[src/hdl/dph_pkg.sv]
// shared constants for the debug power handshake
package dph_pkg;
  localparam int unsigned CSR_W = 32;
  localparam int unsigned DBG_REQ_BIT = 28;
  localparam int unsigned DBG_ACK_BIT = 29;
  localparam int unsigned SYS_REQ_BIT = 30;
  localparam int unsigned SYS_ACK_BIT = 31;
  localparam int unsigned LOST_BIT = 0;
  localparam logic [CSR_W-1:0] CSR_RESET = 32'h0000_0000;
  localparam logic [CSR_W-1:0] CSR_WMASK = 32'h5000_0001;
  localparam logic [1:0] REG_CSR = 2'h0;
  localparam logic [1:0] REG_CTL_STAT = 2'h1;
  localparam real CLK_MHZ = 50.0;
  localparam real PWR_UP_NS = 200.0;
  localparam real PWR_DN_NS = 100.0;
  localparam int unsigned PWR_UP_CYC =
    (int'($ceil(PWR_UP_NS * CLK_MHZ / 1000.0)) < 1) ? 1 :
    int'($ceil(PWR_UP_NS * CLK_MHZ / 1000.0));
  localparam int unsigned PWR_DN_CYC =
    (int'($ceil(PWR_DN_NS * CLK_MHZ / 1000.0)) < 1) ? 1 :
    int'($ceil(PWR_DN_NS * CLK_MHZ / 1000.0));
  localparam int unsigned CNT_W = 8;
  typedef enum logic [1:0] {DPH_OFF, DPH_RISE, DPH_ON, DPH_FALL} dph_dom_t;
endpackage

[src/hdl/dph_if.sv]
// request and acknowledge wires between debug port and power controller
`timescale 1ns/1ps
interface dph_if;
  logic dbg_req;
  logic dbg_ack;
  logic sys_req;
  logic sys_ack;
  modport debug_port (output dbg_req, output sys_req,
    input dbg_ack, input sys_ack);
  modport power_ctrl (input dbg_req, input sys_req,
    output dbg_ack, output sys_ack);
endinterface

[src/hdl/dph_power_ctrl.sv]
// power controller end: per-domain powerup/ack sequencer
//
// Chosen here: the placing of the registers and the plain strobed port.
`timescale 1ns/1ps
module dph_power_ctrl (
  input wire logic clock, // system clock
  input wire logic rst, // synchronous reset, high
  dph_if.power_ctrl pwr, // handshake from debug port
  input wire logic dbg_pd_req, // debug-domain component asks powerdown
  input wire logic sys_pd_req, // system-domain component asks powerdown
  input wire logic other_hold, // other parties need power kept
  output logic dbg_powered, // debug domain power and clocks on
  output logic sys_powered, // system domain power and clocks on
  output logic dbg_pd_emul, // debug-domain powerdown being emulated
  output logic sys_pd_emul // system-domain powerdown being emulated
);
  dph_pkg::dph_dom_t dbg_st_ff, sys_st_ff;
  logic [dph_pkg::CNT_W-1:0] dbg_cnt_ff, sys_cnt_ff;
  logic dbg_ack_ff, sys_ack_ff;
  logic dbg_on_ff, sys_on_ff;

  // one sequencer per domain; acks low from reset
  always_ff @(posedge clock) begin
    if (rst) begin
      dbg_st_ff <= dph_pkg::DPH_OFF;
      dbg_cnt_ff <= '0;
      dbg_ack_ff <= 1'b0;
      dbg_on_ff <= 1'b0;
    end else begin
      unique case (dbg_st_ff)
        dph_pkg::DPH_OFF: if (pwr.dbg_req) begin
          dbg_cnt_ff <= dbg_on_ff ? '0 :
            dph_pkg::CNT_W'(dph_pkg::PWR_UP_CYC);
          dbg_st_ff <= dph_pkg::DPH_RISE;
        end
        dph_pkg::DPH_RISE: begin
          dbg_on_ff <= 1'b1;
          if (dbg_cnt_ff == '0) begin
            dbg_ack_ff <= 1'b1;
            dbg_st_ff <= dph_pkg::DPH_ON;
          end else begin
            dbg_cnt_ff <= dbg_cnt_ff - 1'b1;
          end
        end
        dph_pkg::DPH_ON: if (!pwr.dbg_req) begin
          dbg_ack_ff <= 1'b0;
          dbg_cnt_ff <= dph_pkg::CNT_W'(dph_pkg::PWR_DN_CYC);
          dbg_st_ff <= dph_pkg::DPH_FALL;
        end
        dph_pkg::DPH_FALL: begin
          if (pwr.dbg_req) begin
            // still powered, so the new request is acked on the next cycle, with no powerup count
            dbg_cnt_ff <= '0;
            dbg_st_ff <= dph_pkg::DPH_RISE;
          end else if (pwr.sys_req || other_hold) begin
            // stay up; countdown restarts once the hold lifts
            dbg_cnt_ff <= dph_pkg::CNT_W'(dph_pkg::PWR_DN_CYC);
          end else if (dbg_cnt_ff == '0) begin
            dbg_on_ff <= 1'b0;
            dbg_st_ff <= dph_pkg::DPH_OFF;
          end else begin
            dbg_cnt_ff <= dbg_cnt_ff - 1'b1;
          end
        end
      endcase
    end
  end

  always_ff @(posedge clock) begin
    if (rst) begin
      sys_st_ff <= dph_pkg::DPH_OFF;
      sys_cnt_ff <= '0;
      sys_ack_ff <= 1'b0;
      sys_on_ff <= 1'b0;
    end else begin
      unique case (sys_st_ff)
        dph_pkg::DPH_OFF: if (pwr.sys_req) begin
          sys_cnt_ff <= sys_on_ff ? '0 :
            dph_pkg::CNT_W'(dph_pkg::PWR_UP_CYC);
          sys_st_ff <= dph_pkg::DPH_RISE;
        end
        dph_pkg::DPH_RISE: begin
          sys_on_ff <= 1'b1;
          if (sys_cnt_ff == '0) begin
            sys_ack_ff <= 1'b1;
            sys_st_ff <= dph_pkg::DPH_ON;
          end else begin
            sys_cnt_ff <= sys_cnt_ff - 1'b1;
          end
        end
        dph_pkg::DPH_ON: if (!pwr.sys_req) begin
          sys_ack_ff <= 1'b0;
          sys_cnt_ff <= dph_pkg::CNT_W'(dph_pkg::PWR_DN_CYC);
          sys_st_ff <= dph_pkg::DPH_FALL;
        end
        dph_pkg::DPH_FALL: begin
          if (pwr.sys_req) begin
            sys_cnt_ff <= '0;
            sys_st_ff <= dph_pkg::DPH_RISE;
          end else if (other_hold) begin
            sys_cnt_ff <= dph_pkg::CNT_W'(dph_pkg::PWR_DN_CYC);
          end else if (sys_cnt_ff == '0) begin
            sys_on_ff <= 1'b0;
            sys_st_ff <= dph_pkg::DPH_OFF;
          end else begin
            sys_cnt_ff <= sys_cnt_ff - 1'b1;
          end
        end
      endcase
    end
  end

  assign pwr.dbg_ack = dbg_ack_ff;
  assign pwr.sys_ack = sys_ack_ff;
  assign dbg_powered = dbg_on_ff;
  assign sys_powered = sys_on_ff;
  // component powerdown is faked while the debugger holds the domain
  assign dbg_pd_emul = dbg_pd_req && pwr.dbg_req;
  assign sys_pd_emul = sys_pd_req && pwr.sys_req;
endmodule // dph_power_ctrl

[src/flat_wrapper.sv]
// flat-port wrapper written by rule: the top's interface ports become plain ports
module dph_power_ctrl_flat 
  (clock, rst, dbg_pd_req, sys_pd_req, other_hold, dbg_powered, sys_powered, dbg_pd_emul, sys_pd_emul, pwr_dbg_req, pwr_sys_req, pwr_dbg_ack, pwr_sys_ack);
  dph_if pwr_i ();
  input wire logic clock;
  input wire logic rst;
  input wire logic dbg_pd_req;
  input wire logic sys_pd_req;
  input wire logic other_hold;
  output logic dbg_powered;
  output logic sys_powered;
  output logic dbg_pd_emul;
  output logic sys_pd_emul;
  input wire logic [$bits(pwr_i.dbg_req)-1:0] pwr_dbg_req;
  input wire logic [$bits(pwr_i.sys_req)-1:0] pwr_sys_req;
  output wire logic [$bits(pwr_i.dbg_ack)-1:0] pwr_dbg_ack;
  output wire logic [$bits(pwr_i.sys_ack)-1:0] pwr_sys_ack;
  assign pwr_i.dbg_req = pwr_dbg_req;
  assign pwr_i.sys_req = pwr_sys_req;
  assign pwr_dbg_ack = pwr_i.dbg_ack;
  assign pwr_sys_ack = pwr_i.sys_ack;
  dph_power_ctrl u_core (.clock(clock), .rst(rst), .pwr(pwr_i), .dbg_pd_req(dbg_pd_req), .sys_pd_req(sys_pd_req), .other_hold(other_hold), .dbg_powered(dbg_powered), .sys_powered(sys_powered), .dbg_pd_emul(dbg_pd_emul), .sys_pd_emul(sys_pd_emul));
endmodule
[config.mk]
export PLATFORM = sky130hd
export DESIGN_NAME = dph_power_ctrl_flat
export DESIGN_NICKNAME = d
export VERILOG_FILES = /design/src/hdl/dph_pkg.sv /design/src/hdl/dph_if.sv /design/src/hdl/dph_power_ctrl.sv /design/src/flat_wrapper.sv
export SDC_FILE = /design/constraint.sdc
export NUM_CORES = 1
export LEC_CHECK = 0
export CAP_MARGIN = 40
export CORE_ASPECT_RATIO = 2
export CORE_MARGIN = 5
export CORE_UTILIZATION = 35
export CTS_BUF_LIST = sky130_fd_sc_hd__clkbuf_2 sky130_fd_sc_hd__clkbuf_4 sky130_fd_sc_hd__clkbuf_8
export CTS_CLUSTER_DIAMETER = 150
export DETAILED_ROUTE_END_ITERATION = 7
export DONT_BUFFER_PORTS = 1
export PLACE_DENSITY = 0.59
export SLEW_MARGIN = 0
export SYNTH_ARGS = -nofsm -noshare
export SYNTH_HDL_FRONTEND = slang
export SYNTH_SLANG_ARGS = --single-unit
[constraint.sdc]
create_clock -name clock -period 2.1 [get_ports clock]
set_input_delay 0.21 -clock clock [delete_from_list [all_inputs] [get_ports clock]]
set_output_delay 0.21 -clock clock [all_outputs]
set_load 0.01 [all_outputs]
Yosys cells after proc, flatten, opt, wreduce, memory -nomap -nowiden

Cells that the tools add are included.

Word-level logic and storage cells: 93
Bits in registers: 24
Output and inout bits: 6
Bits of input ports: 7

Eq/ne operators: 22
Reduce and logical (&&, ||, !) cells: 19
Mux-type cells: 42
Add/sub/neg operators: 2

Operators with widths:

| operator              | number |
|---|---|
| $mux W8               | 10 |
| $pmux W8 S4           | 2 |
| $mux W2               | 12 |
| $logic_not A8 Y1      | 2 |
| $ne A2 B2 Y1 const B  | 8 |
| $pmux W2 S4           | 2 |
| $sub A8 B1 Y8 const B | 2 |
| $mux W1               | 10 |
| $reduce_and A5 Y1     | 2 |
| $eq A2 B2 Y1 const B  | 4 |
| $mux W4               | 2 |
| $ne A2 B1 Y1 const B  | 4 |
| $pmux W1 S2           | 4 |
| $reduce_and A4 Y1     | 2 |
| $reduce_bool A2 Y1    | 4 |
| $ne A3 B2 Y1 const B  | 2 |
| $ne A3 B3 Y1 const B  | 2 |
| $reduce_and A3 Y1     | 2 |
| $eq A2 B1 Y1 const B  | 2 |
| $logic_not A2 Y1      | 2 |
| $reduce_and A2 Y1     | 2 |
| $logic_and A1 B1 Y1   | 2 |
| $logic_or A1 B1 Y1    | 1 |

Depth between registers and ports, before layout

Depth in word-level cells: 5
Mapped depth: 6
Depth with buffers taken out: 6

Worst setup path after synthesis

OpenSTA, ideal clock, no wires.

Kind: reg2reg
Start point: reg u_core.sys_cnt_ff[0] (netlist name)
End point: reg u_core.sys_st_ff[0]
Required time: 1.983 ns
Data arrival time: 1.647 ns
Buffers on the path: 0
Setup slack: 0.336 ns
Clock period less this slack: 1.764 ns
Stages on the path, launching flop included: 7
Setup time: 0.117 ns
Cell sequence: dfxtp_1 inv_1 ha_1 or3b_2 a211oi_1 o221ai_1 a32o_1

Longest elaborated chain between the ends: 3
Elaborated cells between the ends (all ways): 4
Those cells by class: eq/ne: 2; reduce/logical: 2

RTL lines:

| element                                                | line                                        | source |
|---|---|---|
| start, declared                                        | dph_power_ctrl.sv:18                        | `logic [dph_pkg::CNT_W-1:0] dbg_cnt_ff, sys_cnt_ff;` |
| start signal, assigned                                 | dph_power_ctrl.sv:78                        | `sys_cnt_ff <= sys_on_ff ? '0 :` |
| start signal, assigned                                 | dph_power_ctrl.sv:88                        | `sys_cnt_ff <= sys_cnt_ff - 1'b1;` |
| start signal, assigned                                 | dph_power_ctrl.sv:93                        | `sys_cnt_ff <= dph_pkg::CNT_W'(dph_pkg::PWR_DN_CYC);` |
| $logic_not A8 Y1 *                                     | dph_power_ctrl.sv:84, dph_power_ctrl.sv:102 |  |
| $ne A3 B2 Y1 (no line) or $ne A2 B1 Y1 (tied branches) | n/a                                         |  |
| $reduce_and A5 Y1 (no line) *                          | n/a                                         |  |
| end signal, assigned                                   | dph_power_ctrl.sv:86                        | `sys_st_ff <= dph_pkg::DPH_ON;` |
| end signal, assigned                                   | dph_power_ctrl.sv:99                        | `sys_st_ff <= dph_pkg::DPH_RISE;` |
| end signal, assigned                                   | dph_power_ctrl.sv:104                       | `sys_st_ff <= dph_pkg::DPH_OFF;` |
| end, declared                                          | dph_power_ctrl.sv:17                        | `dph_pkg::dph_dom_t dbg_st_ff, sys_st_ff;` |

Every way passes the cells marked *; elsewhere a longest branch is shown, timed or not.
A chain may end at the register's enable or synchronous reset.

Final worst setup path

Ends and elaborated chain as after synthesis.

==> summary.txt <==
Status
  • Status: completed

Layout
  • Share of layout cells above drive strength 1: approximately 8.5%
  • Most frequent cells in the layout: dfxtp_1, a21oi_1, inv_1, nor3_1, ha_1
  • Fillers: about 500
  • Area of the multi-input gates: between 1000 and 1500 µm²
  • P&R area growth vs syn: 8.74%
  • Sequential Area: just under 500 µm²
  • Number of nets in the layout: 222
  • ANT cells: 0
  • Commonest non-fill, non-tap cell in the layout: dfxtp_1

STA
  • Setup TNS: 0 ps
  • Worst slew margin: 74.3%
  • Hold slack: approximately 10 ps
  • Final Max Slew Viols: 0
  • Unrepaired setup endpoints after global routing: no
  • Clock Skew: 2.65 ps
  • Final Cycle Share: a little over 90%
  • Final min period: 1910 ps
  • Final hold vios: 0
  • Worst-Margin Slew: slightly below 400 ps
  • Fmax: 524 MHz
  • Final setup fails: 0
  • Post-route worst setup slack: 190 ps

Floorplanning
  • Die W: 58.3 µm
  • DIE AREA: between 6000 and 7000 µm²
  • Ports: 13
  • Initial core utilization: a little over a third
  • Std-Cell Rows: 35
  • Placeable core region: between 4000 and 5000 µm²
  • Die Height: between 100 and 150 µm

CTS
  • Post-CTS Setup Bufs: 0
  • Longest Clk Path Bufs: 2
  • Post_cts resized: 0
  • Clock Sinks: 24
  • CTS clk-pin slew, worst paths: 90 ps
  • CTS root buf: clkbuf_8
  • Depth of the CTS H-tree: 1
  • Clock latency on the worst-skew pair: roughly 270 ps
  • CTS tree: built
  • CTS buffer count: 3

Critical path
  • Worst-path fanout max: 4
  • Type of origin of the critical path: flip-flop
  • Worst setup EP type: flip-flop
  • Bufs and invs on worst path: 1
  • CP max-delay cell: or3b_2
  • WP data arrival: around 2100 ps
  • Crit-path leading delay family: compound AO/OA/AOI/OAI gates
  • Cell Chain, Critical Path: inv_1 > ha_1 > or3b_2 > a211oi_1 > o221ai_1 > a32o_1
  • CP Class: flip-flop to flip-flop
  • Worst path max stage delay: roughly 470 ps
  • CP required: around 2300 ps

Placed design
  • Post-Place Worst Slack: approximately 200 ps
  • Gpl congestion: about 0.82
  • Port Buffers: 0
  • Final HPWL DP: approximately 3000 µm

Detailed routing
  • Drt via density: roughly 5.6
  • Wire length per cell: roughly 15 µm
  • Routed wire length: 3870 µm
  • Final ANT Viol Nets: 0
  • Initial detailed-routing violation count: 42
  • Vias: approximately 1400
  • DR DRC count: 0
  • First-pass DRT Iterations: 4

Power and ir drop
  • Lkg Pwr: 0.666 nW
  • Worst VDD drop: roughly 770 µV
  • P per Cell Area: about 1800 nW/µm²

Yosys
  • Post-synth top flop: dfxtp_1
  • Post-synth ARST share: 0%
  • Syn Inst Count: around 190
  • Yosys reg bits: 24
  • Cell Area, Synth: 1630 µm²
  • Seq/Total Area, Yosys: between 20% and 30%
  • Number of flops mapped to enable cells by yosys: 0
  • Post-synth net total: 214
  • Synth unique cells: 46
  • Syn_area_per_cell: 8.46 µm²
  • YS warnings: 0

Global routing
  • Largest net degree at the start of global routing: 23
  • First-pass GRT wire length: approximately 6500 µm
  • GRT Overall Usage: 13.1%
  • Initial antenna violation count: 0
  • Vias in the first global route: 1428
  • GRT overflow: 0

Worst hold path
  • Worst Hold Class: input port to flip-flop

Job
  • Max_cap viols: 0
[cell type report]
| class | instances | area share (%) |
|---|---|---|
| Tap cell | 55 | 3.88 |
| Sequential cell | 24 | 27.1 |
| Timing Repair Buffer | 7 | 3.10 |
| Inverter | 15 | 3.17 |
| Clock buffer | 3 | 2.33 |
| Multi-Input combinational cell | 150 | 60.5 |
[Yosys cell counts, drive strengths merged, types with 2 or more instances]
cell type / n / share of area [%]
o31ai: 2 / 0.92
nor3b: 3 / 1.4
or4: 4 / 1.8
xor2: 4 / 2.1
xnor2: 4 / 2.1
nor3: 14 / 4.3
clkbuf: 3 / 0.69
mux2: 2 / 1.4
a31oi: 3 / 1.1
and2: 3 / 1.1
o221ai: 3 / 1.6
or3: 2 / 0.77
a21oi: 18 / 6.2
a211oi: 3 / 1.4
nand3: 9 / 2.8
inv: 15 / 3.4
nand2: 9 / 2.1
ha: 14 / 11
mux2i: 3 / 2.6
nor2: 10 / 2.3
o31a: 2 / 1.1
nor4: 3 / 2.1
nand2b: 5 / 1.9
or3b: 2 / 1.1
o41ai: 2 / 1.1
dfxtp: 24 / 29
o21ai: 9 / 2.8
o211ai: 3 / 1.4
[metal layers]
layer | global-route usage, % | vias to the layer above | wire (µm)
met3 | 1.69 | 6 | 100
met2 | 23.7 | 18 | 2150
met4 | 5.31 | 0 | 76
met5 | 0 | - | 0
met1 | 14.9 | 673 | 1550
li1 | - | 729 | -
[sequential cells by signal (all words and copies together) (netlist names)]
| register | count |
|---|---|
| u_core.dbg_st_ff | 2 |
| u_core.sys_cnt_ff | 8 |
| u_core.dbg_powered | 1 |
| u_core.pwr.sys_ack | 1 |
| u_core.pwr.dbg_ack | 1 |
| u_core.sys_powered | 1 |
| u_core.sys_st_ff | 2 |
| u_core.dbg_cnt_ff | 8 |
[logic make-up after synthesis]
kind of cell	after synthesis	synth area share [%]
fa+ha+maj	14	10.7
compound gates	55	23.1
flops	24	29.4
simple gates	68	23.6
buf+inv	19	4.83
mux	5	3.98
xor+xnor	8	4.29
[through the flow]
step           util, %  instances  instance area [µm²]  power, W
5_1_grt           39.0        254                 1780   0.00346
2_1_floorplan        -        193                 1630   0.00234
3_5_place_dp      37.9        250                 1720   0.00287
4_1_cts           38.8        253                 1770   0.00315
6_report          39.0        254                 1780   0.00315
3_3_place_gp      37.9        250                 1720   0.00287
[final timing paths]
check	slack (ps)	to	from	cells past startpoint
worst min register to register	520	u_core.sys_st_ff[1]	u_core.sys_st_ff[1]	2
worst max register to register	190	u_core.sys_st_ff[0]	u_core.sys_cnt_ff[0]	6
worst max-delay path	190	u_core.sys_st_ff[0]	u_core.sys_cnt_ff[0]	6
worst min-delay path	10	u_core.pwr.sys_ack	rst	1
[repair_timing]
| item | CTS | global route |
|---|---|---|
| endpoints found under the setup margin | 0 | 0 |
| endpoints found under the hold margin | 0 | 6 |
| hold buffers | 0 | 1 |
[power breakdown]
part	internal, W	switching (W)	leakage [nW]
clock	0.000128	0.000156	0.0216
sequential	0.000636	0.000227	0.197
combinational	0.000871	0.00113	0.448
No activity file was read; power rests on OpenSTA's default activity.
